## src/verilog/sgsd_pkg.sv

```systemverilog
// constants for the gain switch and status display block
package sgsd_pkg;
	localparam int         ADDR_W         = 8;
	localparam int         DATA_W         = 32;
	localparam logic [7:0] OFS_CTRL       = 8'h00;
	localparam logic [7:0] OFS_FILT_TC    = 8'h04;
	localparam logic [7:0] OFS_TRQ_LVL    = 8'h08;
	localparam logic [7:0] OFS_SPD_LVL    = 8'h0c;
	localparam logic [7:0] OFS_ACC_LVL    = 8'h10;
	localparam logic [7:0] OFS_DEV_LVL    = 8'h14;
	localparam logic [7:0] OFS_POS_RANGE  = 8'h18;
	localparam logic [7:0] OFS_ROT_SPEED  = 8'h1c;
	localparam logic [7:0] OFS_CONF_WIDTH = 8'h20;
	localparam logic [7:0] OFS_STATUS     = 8'h24;
	localparam logic [7:0] OFS_SPEED_FILT = 8'h28;
	// control word: [1:0] switch selector, [2] status display mode
	localparam int         CTRL_SEL_LSB   = 0;
	localparam int         CTRL_MODE_BIT  = 2;
	localparam logic [1:0] SEL_TORQUE     = 2'h0;
	localparam logic [1:0] SEL_SPEED      = 2'h1;
	localparam logic [1:0] SEL_ACCEL      = 2'h2;
	localparam logic [1:0] SEL_DEV        = 2'h3;
	localparam logic [1:0] RST_SEL        = 2'h0;
	localparam logic       RST_MODE       = 1'b1;
	localparam logic [15:0] RST_FILT_TC   = 16'h0000;
	localparam logic [15:0] RST_TRQ_LVL   = 16'h00c8;
	localparam logic [15:0] RST_SPD_LVL   = 16'h0000;
	localparam logic [15:0] RST_ACC_LVL   = 16'h0000;
	localparam logic [15:0] RST_DEV_LVL   = 16'h0000;
	localparam logic [15:0] RST_POS_RANGE = 16'h0007;
	localparam logic [15:0] RST_ROT_SPEED = 16'h0014;
	localparam logic [15:0] RST_CONF_W    = 16'h000a;
	// timing
	localparam int CLK_PERIOD_NS  = 100;
	localparam int TC_UNIT_NS     = 10_000;
	localparam int CYC_PER_UNIT   = TC_UNIT_NS / CLK_PERIOD_NS;
	localparam int FILT_SHIFT     = 4;
	localparam int FILT_FRAC      = 8;
	localparam int PULSE_HOLD_NS  = 100_000;
	localparam int PULSE_HOLD_CYC = PULSE_HOLD_NS / CLK_PERIOD_NS;
	localparam int TRQ_CMD_PCT    = 10;
	localparam int DIM_W          = 4;
	// status bit lamps
	localparam int LED_CTRL_PWR   = 0;
	localparam int LED_MAIN_PWR   = 1;
	localparam int LED_BASE_BLOCK = 2;
	localparam int LED_POS_DONE   = 3;
	localparam int LED_SPD_CONF   = 4;
	localparam int LED_ROT_DET    = 5;
	localparam int LED_CMD_PULSE  = 6;
	localparam int LED_SPD_CMD    = 7;
	localparam int LED_CLR_TRQ    = 8;
	localparam int LED_N          = 9;
	typedef enum logic [2:0] {SYM_BB, SYM_RUN, SYM_POT, SYM_NOT, SYM_ALARM} sgsd_sym_t;
	// segments gfedcba
	localparam logic [6:0] SEG_BLANK = 7'h00;
	localparam logic [6:0] SEG_B     = 7'h7c;
	localparam logic [6:0] SEG_R     = 7'h50;
	localparam logic [6:0] SEG_U     = 7'h1c;
	localparam logic [6:0] SEG_N     = 7'h54;
	localparam logic [6:0] SEG_P     = 7'h73;
	localparam logic [6:0] SEG_O     = 7'h5c;
	localparam logic [6:0] SEG_T     = 7'h78;
	localparam logic [6:0] SEG_A     = 7'h77;
endpackage

```

## src/verilog/sgsd_top.sv

```systemverilog
// speed feedback filter, PI/P speed loop switch and status display
//
// Function
// first-order filter on speed feedback, time constant 0..65535 x 0.01 ms
// selector 0: P control while torque command exceeds torque level (percent)
// selector 1: P control while speed command exceeds speed level
// selector 2: P control while acceleration command exceeds acceleration level
// selector 3: P control while deviation pulses exceed deviation level
// back to PI control once selected quantity no longer exceeds level
// status display mode is active after power-up
// lamps for control supply on and main supply on
// base-block lamp lit with servo off, dimmed with servo on
// positioning-done lamp while residual pulses below completion range
// speed-conformity lamp while speed within command plus/minus width
// rotation lamp while motor speed at or above detection speed
// command-pulse lamp while command pulses arrive
// speed-command lamp while speed command at or above detection speed
// counter-clear lamp while clear input asserted, shared with torque lamp
// torque control: shared lamp lit at torque command of 10 percent or more
// symbol bb with servo off, run with servo on
// symbol Pot when forward prohibit off, not when reverse prohibit off
// alarm symbol whenever an alarm is active
// power lamp on normal control power, charge lamp while bus charged
//
// Implementation choices: the register addresses and strobed register access.
`timescale 1ns/100ps
module sgsd_top #(
	parameter int VAL_W    = 16,
	parameter int HOLD_CYC = sgsd_pkg::PULSE_HOLD_CYC
) (
	input  wire logic                        clk,
	input  wire logic                        rst,
	input  wire logic [sgsd_pkg::ADDR_W-1:0] addr,
	input  wire logic [sgsd_pkg::DATA_W-1:0] wdata,
	input  wire logic                        wr,
	input  wire logic                        rd,
	output logic      [sgsd_pkg::DATA_W-1:0] rdata,
	input  wire logic signed [VAL_W-1:0]     speed_fb,
	input  wire logic signed [VAL_W-1:0]     speed_cmd,
	input  wire logic signed [VAL_W-1:0]     torque_cmd,
	input  wire logic signed [VAL_W-1:0]     accel_cmd,
	input  wire logic signed [VAL_W-1:0]     deviation,
	input  wire logic                        servo_on,
	input  wire logic                        torque_mode,
	input  wire logic                        alarm_active,
	input  wire logic [7:0]                  alarm_code,
	input  wire logic                        ctrl_pwr_in,
	input  wire logic                        main_pwr_in,
	input  wire logic                        charge_in,
	input  wire logic                        fwd_permit_in,
	input  wire logic                        rev_permit_in,
	input  wire logic                        cmd_pulse_in,
	input  wire logic                        deviation_counter_clear,
	output logic signed [VAL_W-1:0]          speed_fb_filt,
	output logic                             p_control,
	output logic [sgsd_pkg::LED_N-1:0]       status_leds,
	output logic [6:0]                       seg_left,
	output logic [6:0]                       seg_mid,
	output logic [6:0]                       seg_right,
	output logic                             power_led,
	output logic                             charge_led,
	output logic                             status_mode
);
	localparam int Y_W   = VAL_W + sgsd_pkg::FILT_FRAC;
	localparam int PER_W = 16 + $clog2(sgsd_pkg::CYC_PER_UNIT + 1);
	localparam int HC_W  = $clog2(HOLD_CYC + 1);
	localparam logic [PER_W-1:0] PH_STEP = PER_W'(2 ** sgsd_pkg::FILT_SHIFT);

	generate
		if (VAL_W < 8 || VAL_W > 16 || HOLD_CYC < 1)
		begin : g_bad_param
			$error("sgsd_top: VAL_W must be 8..16 and HOLD_CYC at least 1");
		end
	endgenerate

	function automatic logic [VAL_W:0] mag(input logic signed [VAL_W:0] v);
		return v[VAL_W] ? -v : v;
	endfunction

	function automatic logic [6:0] hex7(input logic [3:0] d);
		logic [6:0] s;
		s = 7'h00;
		unique case (d)
			4'h0: s = 7'h3f;
			4'h1: s = 7'h06;
			4'h2: s = 7'h5b;
			4'h3: s = 7'h4f;
			4'h4: s = 7'h66;
			4'h5: s = 7'h6d;
			4'h6: s = 7'h7d;
			4'h7: s = 7'h07;
			4'h8: s = 7'h7f;
			4'h9: s = 7'h6f;
			4'ha: s = 7'h77;
			4'hb: s = 7'h7c;
			4'hc: s = 7'h39;
			4'hd: s = 7'h5e;
			4'he: s = 7'h79;
			4'hf: s = 7'h71;
		endcase
		return s;
	endfunction

	// register file
	logic [1:0]       sel_r;
	logic             mode_r;
	logic [15:0]      filt_tc_r;
	logic [VAL_W-1:0] trq_lvl_r;
	logic [VAL_W-1:0] spd_lvl_r;
	logic [VAL_W-1:0] acc_lvl_r;
	logic [VAL_W-1:0] dev_lvl_r;
	logic [VAL_W-1:0] pos_rng_r;
	logic [VAL_W-1:0] rot_spd_r;
	logic [VAL_W-1:0] conf_w_r;

	wire wr_ctrl = wr && addr == sgsd_pkg::OFS_CTRL;
	wire wr_tc   = wr && addr == sgsd_pkg::OFS_FILT_TC;
	wire wr_trq  = wr && addr == sgsd_pkg::OFS_TRQ_LVL;
	wire wr_spd  = wr && addr == sgsd_pkg::OFS_SPD_LVL;
	wire wr_acc  = wr && addr == sgsd_pkg::OFS_ACC_LVL;
	wire wr_dev  = wr && addr == sgsd_pkg::OFS_DEV_LVL;
	wire wr_pos  = wr && addr == sgsd_pkg::OFS_POS_RANGE;
	wire wr_rot  = wr && addr == sgsd_pkg::OFS_ROT_SPEED;
	wire wr_conf = wr && addr == sgsd_pkg::OFS_CONF_WIDTH;
	wire [VAL_W-1:0] wval = wdata[VAL_W-1:0];

	always_ff @(posedge clk or posedge rst)
	begin
		if (rst)
		begin
			sel_r     <= sgsd_pkg::RST_SEL;
			mode_r    <= sgsd_pkg::RST_MODE;
			filt_tc_r <= sgsd_pkg::RST_FILT_TC;
			trq_lvl_r <= VAL_W'(sgsd_pkg::RST_TRQ_LVL);
			spd_lvl_r <= VAL_W'(sgsd_pkg::RST_SPD_LVL);
			acc_lvl_r <= VAL_W'(sgsd_pkg::RST_ACC_LVL);
			dev_lvl_r <= VAL_W'(sgsd_pkg::RST_DEV_LVL);
			pos_rng_r <= VAL_W'(sgsd_pkg::RST_POS_RANGE);
			rot_spd_r <= VAL_W'(sgsd_pkg::RST_ROT_SPEED);
			conf_w_r  <= VAL_W'(sgsd_pkg::RST_CONF_W);
		end
		else
		begin
			if (wr_ctrl)
			begin
				sel_r  <= wdata[sgsd_pkg::CTRL_SEL_LSB +: 2];
				mode_r <= wdata[sgsd_pkg::CTRL_MODE_BIT];
			end
			if (wr_tc)
				filt_tc_r <= wdata[15:0];
			if (wr_trq)
				trq_lvl_r <= wval;
			if (wr_spd)
				spd_lvl_r <= wval;
			if (wr_acc)
				acc_lvl_r <= wval;
			if (wr_dev)
				dev_lvl_r <= wval;
			if (wr_pos)
				pos_rng_r <= wval;
			if (wr_rot)
				rot_spd_r <= wval;
			if (wr_conf)
				conf_w_r <= wval;
		end
	end

	// pins from outside the clock domain
	logic [6:0] pins_s;

	sgsd_sync #(
		.WIDTH (7)
	) u_sync (
		.clk      (clk),
		.rst      (rst),
		.pin_in   ({deviation_counter_clear, cmd_pulse_in, rev_permit_in, fwd_permit_in,
			charge_in, main_pwr_in, ctrl_pwr_in}),
		.pin_sync (pins_s)
	);

	wire ctrl_pwr_s = pins_s[0];
	wire main_pwr_s = pins_s[1];
	wire charge_s   = pins_s[2];
	wire fwd_ok_s   = pins_s[3];
	wire rev_ok_s   = pins_s[4];
	wire pulse_s    = pins_s[5];
	wire clear_s    = pins_s[6];

	// feedback filter: step of err/16 every tc/16, which keeps the time
	// constant without a divider; periods under 16 cycles bypass the filter
	logic signed [Y_W-1:0] y_r;
	logic [PER_W-1:0]      phase_r;

	wire [PER_W-1:0] period    = PER_W'(filt_tc_r) * PER_W'(sgsd_pkg::CYC_PER_UNIT);
	wire [PER_W-1:0] phase_nxt = phase_r + PH_STEP;
	wire             filt_byp  = period < PH_STEP;
	wire             filt_tick = phase_nxt >= period;
	wire signed [Y_W-1:0] x_ext = {speed_fb, {sgsd_pkg::FILT_FRAC{1'b0}}};
	wire signed [Y_W:0]   f_err = {x_ext[Y_W-1], x_ext} - {y_r[Y_W-1], y_r};
	wire signed [Y_W:0]   f_stp = f_err >>> sgsd_pkg::FILT_SHIFT;
	wire signed [Y_W-1:0] y_nxt = y_r + $signed(f_stp[Y_W-1:0]);

	always_ff @(posedge clk or posedge rst)
	begin
		if (rst)
		begin
			phase_r <= '0;
			y_r     <= '0;
		end
		else if (filt_byp)
		begin
			phase_r <= '0;
			y_r     <= x_ext;
		end
		else if (filt_tick)
		begin
			phase_r <= phase_nxt - period;
			y_r     <= y_nxt;
		end
		else
			phase_r <= phase_nxt;
	end

	assign speed_fb_filt = y_r[Y_W-1 -: VAL_W];

	// magnitudes, sign-extended by one bit so the most negative value is safe
	wire [VAL_W:0] trq_m  = mag({torque_cmd[VAL_W-1], torque_cmd});
	wire [VAL_W:0] spd_m  = mag({speed_cmd[VAL_W-1], speed_cmd});
	wire [VAL_W:0] acc_m  = mag({accel_cmd[VAL_W-1], accel_cmd});
	wire [VAL_W:0] dev_m  = mag({deviation[VAL_W-1], deviation});
	wire [VAL_W:0] fb_m   = mag({speed_fb[VAL_W-1], speed_fb});
	wire signed [VAL_W:0] sp_diff = {speed_fb[VAL_W-1], speed_fb} - {speed_cmd[VAL_W-1], speed_cmd};
	wire [VAL_W:0] diff_m = mag(sp_diff);

	wire over_trq = trq_m > {1'b0, trq_lvl_r};
	wire over_spd = spd_m > {1'b0, spd_lvl_r};
	wire over_acc = acc_m > {1'b0, acc_lvl_r};
	wire over_dev = dev_m > {1'b0, dev_lvl_r};
	wire p_nxt    = sel_r == sgsd_pkg::SEL_TORQUE ? over_trq :
	                sel_r == sgsd_pkg::SEL_SPEED  ? over_spd :
	                sel_r == sgsd_pkg::SEL_ACCEL  ? over_acc : over_dev;

	always_ff @(posedge clk or posedge rst)
	begin
		if (rst)
			p_control <= 1'b0;
		else
			p_control <= p_nxt;
	end

	// command pulse activity: an edge restarts a hold window
	logic            pulse_d_r;
	logic [HC_W-1:0] hold_r;

	always_ff @(posedge clk or posedge rst)
	begin
		if (rst)
		begin
			pulse_d_r <= 1'b0;
			hold_r    <= '0;
		end
		else
		begin
			pulse_d_r <= pulse_s;
			if (pulse_s != pulse_d_r)
				hold_r <= HC_W'(HOLD_CYC);
			else if (hold_r != '0)
				hold_r <= hold_r - 1'b1;
		end
	end

	// base-block dimming: short duty when the servo is on
	logic [sgsd_pkg::DIM_W-1:0] dim_r;

	always_ff @(posedge clk or posedge rst)
	begin
		if (rst)
			dim_r <= '0;
		else
			dim_r <= dim_r + 1'b1;
	end

	logic [sgsd_pkg::LED_N-1:0] led_nxt;
	wire trq_lit = trq_m >= (VAL_W+1)'(sgsd_pkg::TRQ_CMD_PCT);

	assign led_nxt[sgsd_pkg::LED_CTRL_PWR]   = ctrl_pwr_s;
	assign led_nxt[sgsd_pkg::LED_MAIN_PWR]   = main_pwr_s;
	assign led_nxt[sgsd_pkg::LED_BASE_BLOCK] = !servo_on || dim_r == '0;
	assign led_nxt[sgsd_pkg::LED_POS_DONE]   = dev_m < {1'b0, pos_rng_r};
	assign led_nxt[sgsd_pkg::LED_SPD_CONF]   = diff_m <= {1'b0, conf_w_r};
	assign led_nxt[sgsd_pkg::LED_ROT_DET]    = fb_m >= {1'b0, rot_spd_r};
	assign led_nxt[sgsd_pkg::LED_CMD_PULSE]  = hold_r != '0;
	assign led_nxt[sgsd_pkg::LED_SPD_CMD]    = spd_m >= {1'b0, rot_spd_r};
	assign led_nxt[sgsd_pkg::LED_CLR_TRQ]    = torque_mode ? trq_lit : clear_s;

	// symbol priority: alarm, then overtravel, then servo state
	sgsd_pkg::sgsd_sym_t sym_nxt;
	sgsd_pkg::sgsd_sym_t sym_r;
	assign sym_nxt = alarm_active ? sgsd_pkg::SYM_ALARM :
	                 !fwd_ok_s    ? sgsd_pkg::SYM_POT :
	                 !rev_ok_s    ? sgsd_pkg::SYM_NOT :
	                 servo_on     ? sgsd_pkg::SYM_RUN : sgsd_pkg::SYM_BB;

	logic [20:0] seg_nxt;
	always_comb
	begin
		seg_nxt = {3{sgsd_pkg::SEG_BLANK}};
		unique case (sym_nxt)
			sgsd_pkg::SYM_BB:    seg_nxt = {sgsd_pkg::SEG_BLANK, sgsd_pkg::SEG_B, sgsd_pkg::SEG_B};
			sgsd_pkg::SYM_RUN:   seg_nxt = {sgsd_pkg::SEG_R, sgsd_pkg::SEG_U, sgsd_pkg::SEG_N};
			sgsd_pkg::SYM_POT:   seg_nxt = {sgsd_pkg::SEG_P, sgsd_pkg::SEG_O, sgsd_pkg::SEG_T};
			sgsd_pkg::SYM_NOT:   seg_nxt = {sgsd_pkg::SEG_N, sgsd_pkg::SEG_O, sgsd_pkg::SEG_T};
			sgsd_pkg::SYM_ALARM: seg_nxt = {sgsd_pkg::SEG_A, hex7(alarm_code[7:4]),
				hex7(alarm_code[3:0])};
		endcase
	end

	// other display modes live elsewhere; here they blank the status lamps and segments, not the power and charge lamps
	always_ff @(posedge clk or posedge rst)
	begin
		if (rst)
		begin
			status_leds <= '0;
			sym_r       <= sgsd_pkg::SYM_BB;
			seg_left    <= sgsd_pkg::SEG_BLANK;
			seg_mid     <= sgsd_pkg::SEG_BLANK;
			seg_right   <= sgsd_pkg::SEG_BLANK;
		end
		else
		begin
			status_leds <= mode_r ? led_nxt : '0;
			sym_r       <= sym_nxt;
			{seg_left, seg_mid, seg_right} <= mode_r ? seg_nxt : '0;
		end
	end

	assign status_mode = mode_r;
	assign power_led   = ctrl_pwr_s;
	assign charge_led  = charge_s;

	// register reads
	wire [sgsd_pkg::DATA_W-1:0] stat_word = sgsd_pkg::DATA_W'({mode_r, sym_r, p_control, status_leds});
	wire [sgsd_pkg::DATA_W-1:0] rd_mux =
		addr == sgsd_pkg::OFS_CTRL       ? sgsd_pkg::DATA_W'({mode_r, sel_r}) :
		addr == sgsd_pkg::OFS_FILT_TC    ? sgsd_pkg::DATA_W'(filt_tc_r) :
		addr == sgsd_pkg::OFS_TRQ_LVL    ? sgsd_pkg::DATA_W'(trq_lvl_r) :
		addr == sgsd_pkg::OFS_SPD_LVL    ? sgsd_pkg::DATA_W'(spd_lvl_r) :
		addr == sgsd_pkg::OFS_ACC_LVL    ? sgsd_pkg::DATA_W'(acc_lvl_r) :
		addr == sgsd_pkg::OFS_DEV_LVL    ? sgsd_pkg::DATA_W'(dev_lvl_r) :
		addr == sgsd_pkg::OFS_POS_RANGE  ? sgsd_pkg::DATA_W'(pos_rng_r) :
		addr == sgsd_pkg::OFS_ROT_SPEED  ? sgsd_pkg::DATA_W'(rot_spd_r) :
		addr == sgsd_pkg::OFS_CONF_WIDTH ? sgsd_pkg::DATA_W'(conf_w_r) :
		addr == sgsd_pkg::OFS_STATUS     ? stat_word :
		addr == sgsd_pkg::OFS_SPEED_FILT ? sgsd_pkg::DATA_W'($unsigned(speed_fb_filt)) : '0;

	always_ff @(posedge clk or posedge rst)
	begin
		if (rst)
			rdata <= '0;
		else
			rdata <= rd ? rd_mux : '0;
	end
endmodule

```

## src/verilog/sgsd_sync.sv

```systemverilog
// two-flop synchroniser for pin inputs
`timescale 1ns/100ps
module sgsd_sync #(
	parameter int WIDTH = 1
) (
	input  wire logic             clk,
	input  wire logic             rst,
	input  wire logic [WIDTH-1:0] pin_in,
	output logic      [WIDTH-1:0] pin_sync
);
	logic [WIDTH-1:0] meta_r;

	generate
		for (genvar i = 0; i < WIDTH; i++)
		begin : g_bit
			always_ff @(posedge clk or posedge rst)
			begin
				if (rst)
				begin
					meta_r[i]   <= 1'b0;
					pin_sync[i] <= 1'b0;
				end
				else
				begin
					meta_r[i]   <= pin_in[i];
					pin_sync[i] <= meta_r[i];
				end
			end
		end
	endgenerate
endmodule

```

## config.mk

```make
export PLATFORM = sky130hd
export DESIGN_NAME = sgsd_top
export DESIGN_NICKNAME = d
export VERILOG_FILES = /design/src/verilog/sgsd_pkg.sv /design/src/verilog/sgsd_top.sv /design/src/verilog/sgsd_sync.sv
export SDC_FILE = /design/constraint.sdc
export NUM_CORES = 1
export LEC_CHECK = 0
export ABC_AREA = 1
export BUFFER_PORTS_ARGS = -buffer_cell sky130_fd_sc_hd__buf_2
export CAP_MARGIN = 15
export CORE_MARGIN = 2
export CORE_UTILIZATION = 50
export DETAILED_ROUTE_END_ITERATION = 16
export PLACE_DENSITY = 0.72
export SETUP_SLACK_MARGIN = 0.3
export SYNTH_ARGS = -nofsm -noshare
export SYNTH_HDL_FRONTEND = slang
export SYNTH_SLANG_ARGS = --single-unit
```

## constraint.sdc

```tcl
create_clock -name clk -period 8.1 [get_ports clk]
set_input_delay 1.215 -clock clk [delete_from_list [all_inputs] [get_ports clk]]
set_output_delay 1.215 -clock clk [all_outputs]
set_load 0.01 [all_outputs]
```

Yosys cells after proc, flatten, opt, wreduce, memory -nomap -nowiden
Memory sizes are Yosys's and may differ from the RTL's.
Cells that the tools add are included.
{ "op_classes": {"n_addsub": 13, "multipliers": 1, "magnitude_cmp": 11, "eq_ne": 17, "mux": 35, "n_reduce_logical": 18} }
{ "ops": {"columns": ["operator", "n"], "rows": [
  ["$mux W16", 12],
  ["$pmux W21 S5", 1],
  ["$mux W17", 6],
  ["$neg A16 Y17", 5],
  ["$gt A17 B16 Y1", 4],
  ["$mux W24", 2],
  ["$mux W23", 2],
  ["$ge A17 B16 Y1", 2],
  ["$eq A8 B5 Y1 const B", 4],
  ["$sub A24 B24 Y25", 1],
  ["$add A24 B21 Y24", 1],
  ["$eq A8 B6 Y1 const B", 3],
  ["$add A23 B5 Y23 const B", 1],
  ["$ge A23 B23 Y1", 1],
  ["$lt A23 B5 Y1 const B", 1],
  ["$sub A23 B23 Y23", 1],
  ["$mul A16 B5 Y21 const B", 1],
  ["$mux W21", 1],
  ["$mux W10", 2],
  ["$ge A17 B4 Y1 const B", 1],
  ["$le A17 B16 Y1", 1],
  ["$lt A17 B16 Y1", 1],
  ["$neg A17 Y17", 1],
  ["$sub A16 B16 Y17", 1],
  ["other kinds (23)", 39]
]} }
{ "word_totals": {"register_bits": 257, "romBits": 224, "in_bits": 142, "out_inout_bits": 82, "memories": 2} }
{ "memory_table": {"columns": ["memory", "words", "word_bits", "read_ports", "rd_clocked_by_memory_dff", "write_ports", "line_no", "rtl"], "rows": [
  ["(name not given)", 16, 7, 1, 0, 0, "sgsd_top.sv:83", "unique case (d)"],
  ["(name not given)", 16, 7, 1, 0, 0, "sgsd_top.sv:83", null]
]} }

Logic depth before layout (Yosys ltp)
Gate-level depths: netlist of run 1.
{ "depth": {"ltp_word": 13, "ltp_mapped": 30} }

Modules after synthesis
Synthesis of run 1 repeated with hierarchy kept, for this count alone.
{ "hier_totals": {"hier_cells": 3176, "area_unflattened_um2": 22535.4} }
{ "by_module_without_submodules": {"columns": ["mod", "n_inst", "cells_per_inst", "area_per_inst_um2", "seq_area_each_um2"], "rows": [
  ["sgsd_top", 1, 3161, 22181.3, 5944.5],
  ["sgsd_sync", 1, 15, 354.1, 350.3]
]} }

Least setup slack after synthesis of run 1
OpenSTA, ideal clock, no wires.
{ "synth_path": {"path_kind": "input -> register", "from": "in speed_fb[0]", "to": "reg status_leds[4] (netlist bit)", "setup_ps": 119, "arrival_time_ps": 4232, "slack_ps": 3749, "path_stages": 26, "n_path_buf": 0, "cell_sequence": "inv_1 > ha_1 > fa_1 > inv_1 > nand3_1 > nand2_1 > nand2_1 > nand2_1 > nand4_1 > o211ai_1 > nand2_1 > inv_1 > o21ai_0 > xor2_1 > ha_1 > nand2_1 > nor2_1 > nand3b_1 > nand4_1 > nand2_1 > o211ai_1 > nand2_1 > nand2_1 > a21oi_1 > a21oi_1 > nor2_1"} }
{ "synth_via": {"elab_chain_cells": 5} }
{ "synth_lines": {"columns": ["element", "line_no", "rtl"], "rows": [
  ["from (decl)", "sgsd_top.sv:38", "input wire logic signed [VAL_W-1:0] speed_fb,"],
  ["$sub A16 B16 Y17 *", "sgsd_top.sv:232", "wire signed [VAL_W:0] sp_diff = {speed_fb[VAL_W-1], speed_fb} - {speed_cmd[VAL_W-1], speed_cmd};"],
  ["$neg A17 Y17", "sgsd_top.sv:77", "return v[VAL_W] ? -v : v;"],
  ["$mux W17 *", "sgsd_top.sv:77", null],
  ["$le A17 B16 Y1 *", "sgsd_top.sv:290", "assign led_nxt[sgsd_pkg::LED_SPD_CONF] = diff_m <= {1'b0, conf_w_r};"],
  ["$mux W9 *", "sgsd_top.sv:331", "status_leds <= mode_r ? led_nxt : '0;"],
  ["to (signal assigned)", "sgsd_top.sv:331", null],
  ["to (decl)", "sgsd_top.sv:56", "output logic [sgsd_pkg::LED_N-1:0] status_leds,"]
]} }
Mark *: on every way between the ends. The rest lies on a longest branch, timed or not.
A chain may end at the register's enable or synchronous reset.

Worst setup path after layout of run 1
{ "layout_path": {"from": "reg filt_tc_r[2]", "to": "reg y_r[5]"} }
{ "layout_via": {"elab_chain_cells": 3, "elab_cells_between_ends": 5, "classes_between": "mul (1); order compare (2); mux (1); reduce/logical (1)"} }
{ "layout_lines": {"columns": ["element", "line_no", "rtl"], "rows": [
  ["from (decl)", "sgsd_top.sv:107", "logic [15:0] filt_tc_r;"],
  ["from (signal assigned)", "sgsd_top.sv:133", "filt_tc_r <= sgsd_pkg::RST_FILT_TC;"],
  ["from (signal assigned)", "sgsd_top.sv:150", "filt_tc_r <= wdata[15:0];"],
  ["$mul A16 B5 Y21 *", "sgsd_top.sv:194", "wire [PER_W-1:0] period = PER_W'(filt_tc_r) * PER_W'(sgsd_pkg::CYC_PER_UNIT);"],
  ["$lt A23 B5 Y1 / $ge A23 B23 Y1 (equally long branches)", "sgsd_top.sv:196, sgsd_top.sv:197", null],
  ["$mux W24 / $reduce_bool A2 Y1 (equally long branches)", null, null],
  ["to (signal assigned)", "sgsd_top.sv:213", "y_r <= x_ext;"],
  ["to (signal assigned)", "sgsd_top.sv:218", "y_r <= y_nxt;"],
  ["to (decl)", "sgsd_top.sv:191", "logic signed [Y_W-1:0] y_r;"]
]} }
Marks and branches as above.

==> impl_metrics.ini, run 1 <==
[worst_hold_path]
hold_path.startpoint = u_sync.meta_r[1]
min_path_cells = 0
hold_class = reg2reg
hold_path_end = u_sync.pin_sync[1]

[yosys]
synth_edf_count = 0
avgSynthCellArea_um2 = 7.09
synth-seq-area-share_pct = 27.9
ys_warn_count = 0
synth_ff_type = dfrtp_1
synth_area_um2 = 22500
synth_cell_types = 61
syn_inst = 3177
async_flop_share_pct = 100
ys_ff_latch = 251

[worst_setup_path]
critPathMaxStageDelay_ns = 0.60
crit_path_max_fanout = 46
cp.arrival_ns = 5.82
path_class = reg2reg
cpMostUsedCell = nand2_1
cp-end-kind = register
rrSetupSlack_ns = 2.73
ff2ff_path_depth = 26
crit_slowest_cell = dfrtp_1
worstSetupStartpointType = register
r2r-start = filt_tc_r[2]
worst_ep_required_time_ns = 8.54
reg2reg_to = y_r[5]

[timing]
fmax_mhz = 186
tightest_slew_ns = 1.18
skew_ns = 0.0179
post-route-period-util_pct = 66.3
slew_headroom_pct = 21.2
rsz0062_at_grt = no
post-route-min-period_ns = 5.37
finalSetupTns_ns = 0
finalHoldViolations = 0
finalSetupViolCount = 0
maxSlewViolCount = 0

[die]
die_w_um = 216
die_y_um = 216
die_area_um2 = 46800
core.rowCount = 77
start_util_pct = 50.8
core_um2 = 44300
io_pins = 224

[clock_tree]
holdBufCountCts = 0
clock_path_buffers = 3
clkLatencyLatePin_ns = 0.59
cts_resized = 0
cts-root-buf = clkbuf_16
htreeDepth = 1
numCtsBuffers = 29
path_clk_slew_ns = 0.06
clock-sinks = 251
cts_setup_buffers = 0
cts_tree = built

[layout]
syn_to_final_growth_pct = 10.2
drive_gt1_share_pct = 8.31
final_nets = 3756
finalInstanceArea_um2 = 24800
final_common_cell = nand2_1
layout_common_cells = nand2_1, inv_1, ha_1
diodes = 0

[routing]
drt_pre_antenna_iters = 6
vias = 21400
ant_nets = 0
drc = 0
wl_um = 66500
drtIter0Drc = 1840
vias_per_cell = 5.44
wire_per_inst_um = 16.9

[power_and_ir_drop]
p_leak_nw = 12.7
power_mw = 7.24
pwr_density_cell_nw_per_um2 = 292
peakVddDrop_mv = 0.218

[placement]
dp_hpwl_um = 53000
gp_congestion = 1.01
port_buffers = 190
place_area_um2 = 23800

[global_routing]
grt_usage_pct = 27.8
grt_overflow_total = 0
grt_pass1_wl_um = 104000
antenna_found_initial = 1
grt_max_degree = 139
grt_pass1_vias = 19600

[job]
drv_cap = 0

[outcome]
status = finished clean
registers in the layout, indices dropped and copies added (netlist names), 16 cells and up:
signal,flops
conf_w_r,16
y_r,24
acc_lvl_r,16
rdata,16
trq_lvl_r,16
phase_r,21
filt_tc_r,16
spd_lvl_r,16
pos_rng_r,16
rot_spd_r,16
dev_lvl_r,16
how the worst max path moves through the flow:
stage	cells after the start	endpoint	startpoint
after CTS	26	y_r[5]	filt_tc_r[2]
after detailed placement	26	y_r[5]	filt_tc_r[2]
after global routing	26	y_r[6]	filt_tc_r[2]
after global placement	26	y_r[7]	filt_tc_r[2]
final	26	y_r[5]	filt_tc_r[2]
after floorplan	1	acc_lvl_r[0]	rst
stage by stage:
stage	instances	setup slack (ns)	hold WS (ns)	util (%)
2_1_floorplan	3193	3.59	0.331	-
3_3_place_gp	3887	2.88	0.331	53.8
3_5_place_dp	3887	2.79	0.336	53.8
4_1_cts	3939	2.77	0.349	56.0
5_1_grt	3939	2.25	0.356	56.0
6_report	3939	2.73	0.346	56.0
routing by layer:
metal,track usage [%],share of wire [%]
met1,38.7,45
met2,44.3,44
met3,5.07,7.8
met4,8.01,3.3
met5,0,0.015
kinds of logic after synthesis:
family,Yosys count,share of synthesized area (%)
fa+ha+maj,288,16.5
simple gates,1287,24.0
xor+xnor,152,5.94
other cells,1,0.0166
mux,2,0.0889
flops,251,27.9
compound gates,597,14.8
buf+inv,599,10.7
synth_stat cells (48+ instances only):
cell	number	area share [%]
a21oi_1	200	4.4
clkbuf_1	48	0.80
dfrtp_1	240	27
ha_1	274	15
inv_1	495	8.2
nand2_1	742	12
nand3_1	123	2.7
nand4_1	61	1.7
nor2_1	248	4.1
nor3_1	55	1.2
o21ai_0	273	6.1
xor2_1	104	4.0
power breakdown:
part	internal [mW]	switching (mW)	total (mW)
combinational	1.56	2.66	4.23
sequential	1.45	0.176	1.63
clock	0.824	0.562	1.39
worst max-delay path: cells and delay by family (launching register included):
kind | cells | cell delay (ns)
AND/OR/NAND/NOR | 16 | 2.10
adder cells (fa/ha/maj) | 5 | 1.82
flip-flops | 1 | 0.60
AO/OA/AOI/OAI | 2 | 0.37
buffers and inverters | 3 | 0.29
cell type report:
class	instances	area (µm²)
clock buffer	40	807
sequential	251	6290
clock inverter	12	184
timing repair buffer	199	1030
fill	4374	19500
multi-input combinational	2343	13900
inverter	502	1890
tap	592	741
Power figures use the tool's default switching activity.
==> run 2: changes to the inputs <==
- PLACE_DENSITY: 0.72 -> 0.69
- clock period: 8.1 -> 5.39 ns (I/O delays scaled with it)
==> impl_metrics.ini, run 2 (synthesis gave the netlist of run 1 again) <==
[power_and_ir_drop]
peakVddDrop_mv = 0.322
p_int_mw = 6.10
combPwrFrac_pct = 58.9
power_mw = 11.4
clock_power_share_pct = 19.8
seqPwrFrac_pct = 21.3
p_sw_mw = 5.32
p_leak_nw = 12.9
switching_share_pct = 46.6
pwr_density_cell_nw_per_um2 = 454

[worst_setup_path]
reg2reg_to = y_r[8]
worstSetupStartpointType = register
ff2ff_path_depth = 27
critical_path.startpoint = filt_tc_r[6]
crit_path_max_fanout = 10
r2r-start = filt_tc_r[6]
endpoint = y_r[8]
rrSetupSlack_ns = 0.65
path_class = reg2reg
worst_ep_required_time_ns = 5.86
cp-end-kind = register
cp.arrival_ns = 5.20

[routing]
drc = 0
vias = 22000
ant_nets = 0
wl_um = 72000
drtIter0Drc = 1858
wire_per_inst_um = 18.2
vias_per_cell = 5.57
drt_pre_antenna_iters = 7

[placement]
port_buffers = 190
dp_hpwl_um = 57200
dp_slack_ns = 0.233
dp.cells = 3895
gp_congestion = 0.938

[layout]
largestRegisters = y_r x24, phase_r x21
diodes = 0
fin_cells = 3956
final_common_cell = nand2_1
fin_util_pct = 56.8
seq_area_um2 = 6300
syn_to_final_growth_pct = 11.7
multi_input_area_um2 = 13900
drive_gt1_share_pct = 9.16
final_nets = 3771
layout_common_cells = nand2_1, inv_1, o21ai_0
largest_reg_flops = 24
top_register = y_r
fillerInstances = 4187

[timing]
skew_ns = 0.0462
slew_headroom_pct = 26.8
worst_slack_ns = 0.652
rsz0062_at_grt = no
post-route-period-util_pct = 87.9
finalSetupTns_ns = 0
finalSetupViolCount = 0
finalHoldViolations = 0
fmax_mhz = 211
tightest_slew_ns = 1.10
post-route-min-period_ns = 4.74
maxSlewViolCount = 0

[clock_tree]
clkLatencyLatePin_ns = 0.62
clock_path_buffers = 3
cts_tree = built
cts-root-buf = clkbuf_16
holdBufCountCts = 0
clock-sinks = 251
numCtsBuffers = 30
htreeDepth = 1
path_clk_slew_ns = 0.06

[global_routing]
antenna_found_initial = 1
grt_use_met2_pct = 48.3
grt_pass1_wl_um = 113000
grt_usage_pct = 30.2
use_met3_pct = 4.01
grtUsageMet1_pct = 42.1
top_usage_layer = met2
grt_max_degree = 183
grt_overflow_total = 0
grt_pass1_vias = 21000

[die]
core_um2 = 44300
die_w_um = 216
core.rowCount = 77
die_y_um = 216
start_util_pct = 50.8
die_area_um2 = 46800
io_pins = 224

[outcome]
status = finished clean

[worst_hold_path]
hold_class = in2async

[job]
drv_cap = 0
run 2: changes by cell type in the layout (fill, tap and decap cells not counted), moves of 2 or more:
cell	delta
clkinv_2	+2
bufinv_16	+2
dfrtp_1	-3
a21oi_2	+2
buf_12	+3
ha_2	+5
dfrtp_2	+3
a21oi_1	-3
buf_4	+8
clkbuf_16	+2
ha_1	-5
run 2: layout make-up:
type	count	area share (%)
clock buffer	41	3.35
inverter	502	7.53
clock inverter	14	0.985
timing repair buffer	213	4.78
sequential	251	25.0
tap	592	2.94
multi-input combinational	2343	55.4
run 2: repair_timing:
item                       4_1_cts  5_1_grt
cloned                           0        1
setup endpoints to repair       25       43
gates resized for setup          1       18
hold endpoints to repair         0        0
pin swaps                        0        2
buffers inserted                 0        5
run 2: power by group through the flow:
stage	clock, mW	combinational (mW)	sequential [mW]
floorplan	0	5.05	2.38
global placement	0	6.33	2.45
detailed placement	0	6.46	2.46
CTS	2.28	6.50	2.43
global route	2.36	7.64	2.46
finish	2.26	6.72	2.44
run 2: per-stage QoR:
step                      hold slack (ns)  area (µm²)
final                              0.0883       25200
after global routing               0.0796       25200
after CTS                          0.0737       25000
after detailed placement            0.335       23900
after global placement              0.332       23900
after floorplan                     0.331       22600
run 2: worst min-delay path by stage:
| stage | from | endpoint | slack (ns) | depth (start not counted) |
|---|---|---|---|---|
| 6_report | rst | rdata[3] | 0.09 | 2 |
| 3_3_place_gp | u_sync.meta_r[0] | u_sync.pin_sync[0] | 0.33 | 0 |
| 2_1_floorplan | u_sync.meta_r[0] | u_sync.pin_sync[0] | 0.33 | 0 |
| 4_1_cts | rst | rdata[3] | 0.07 | 2 |
| 5_1_grt | rst | rdata[3] | 0.08 | 2 |
| 3_5_place_dp | u_sync.meta_r[6] | u_sync.pin_sync[6] | 0.33 | 0 |
run 2: worst max-delay path, cell delays in order (launching register included):
cell and delay, ns:
dfrtp_1 0.46, ha_1 0.33, ha_1 0.28, inv_1 0.05, fa_1 0.49, inv_1 0.04, ha_1 0.37, a21oi_2 0.20
o21a_1 0.16, nand2_1 0.07, nand2_1 0.05, and2_1 0.17, inv_2 0.05, ha_1 0.35, nand2_1 0.08, nor2_1 0.15
nand3_1 0.10, nand2_1 0.12, nand2_1 0.08, nor2_1 0.09, nand2_1 0.10, o21a_1 0.21, nand2_4 0.17, nor2_4 0.05
buf_12 0.14, clkbuf_16 0.15, nand2_1 0.05, nand2_1 0.05
run 2: metal layers:
metal | part of all wire [%] | wire (µm)
met1 | 44 | 31600
met2 | 45 | 32600
met4 | 3.4 | 2450
met3 | 7.5 | 5410
met5 | 0 | 0
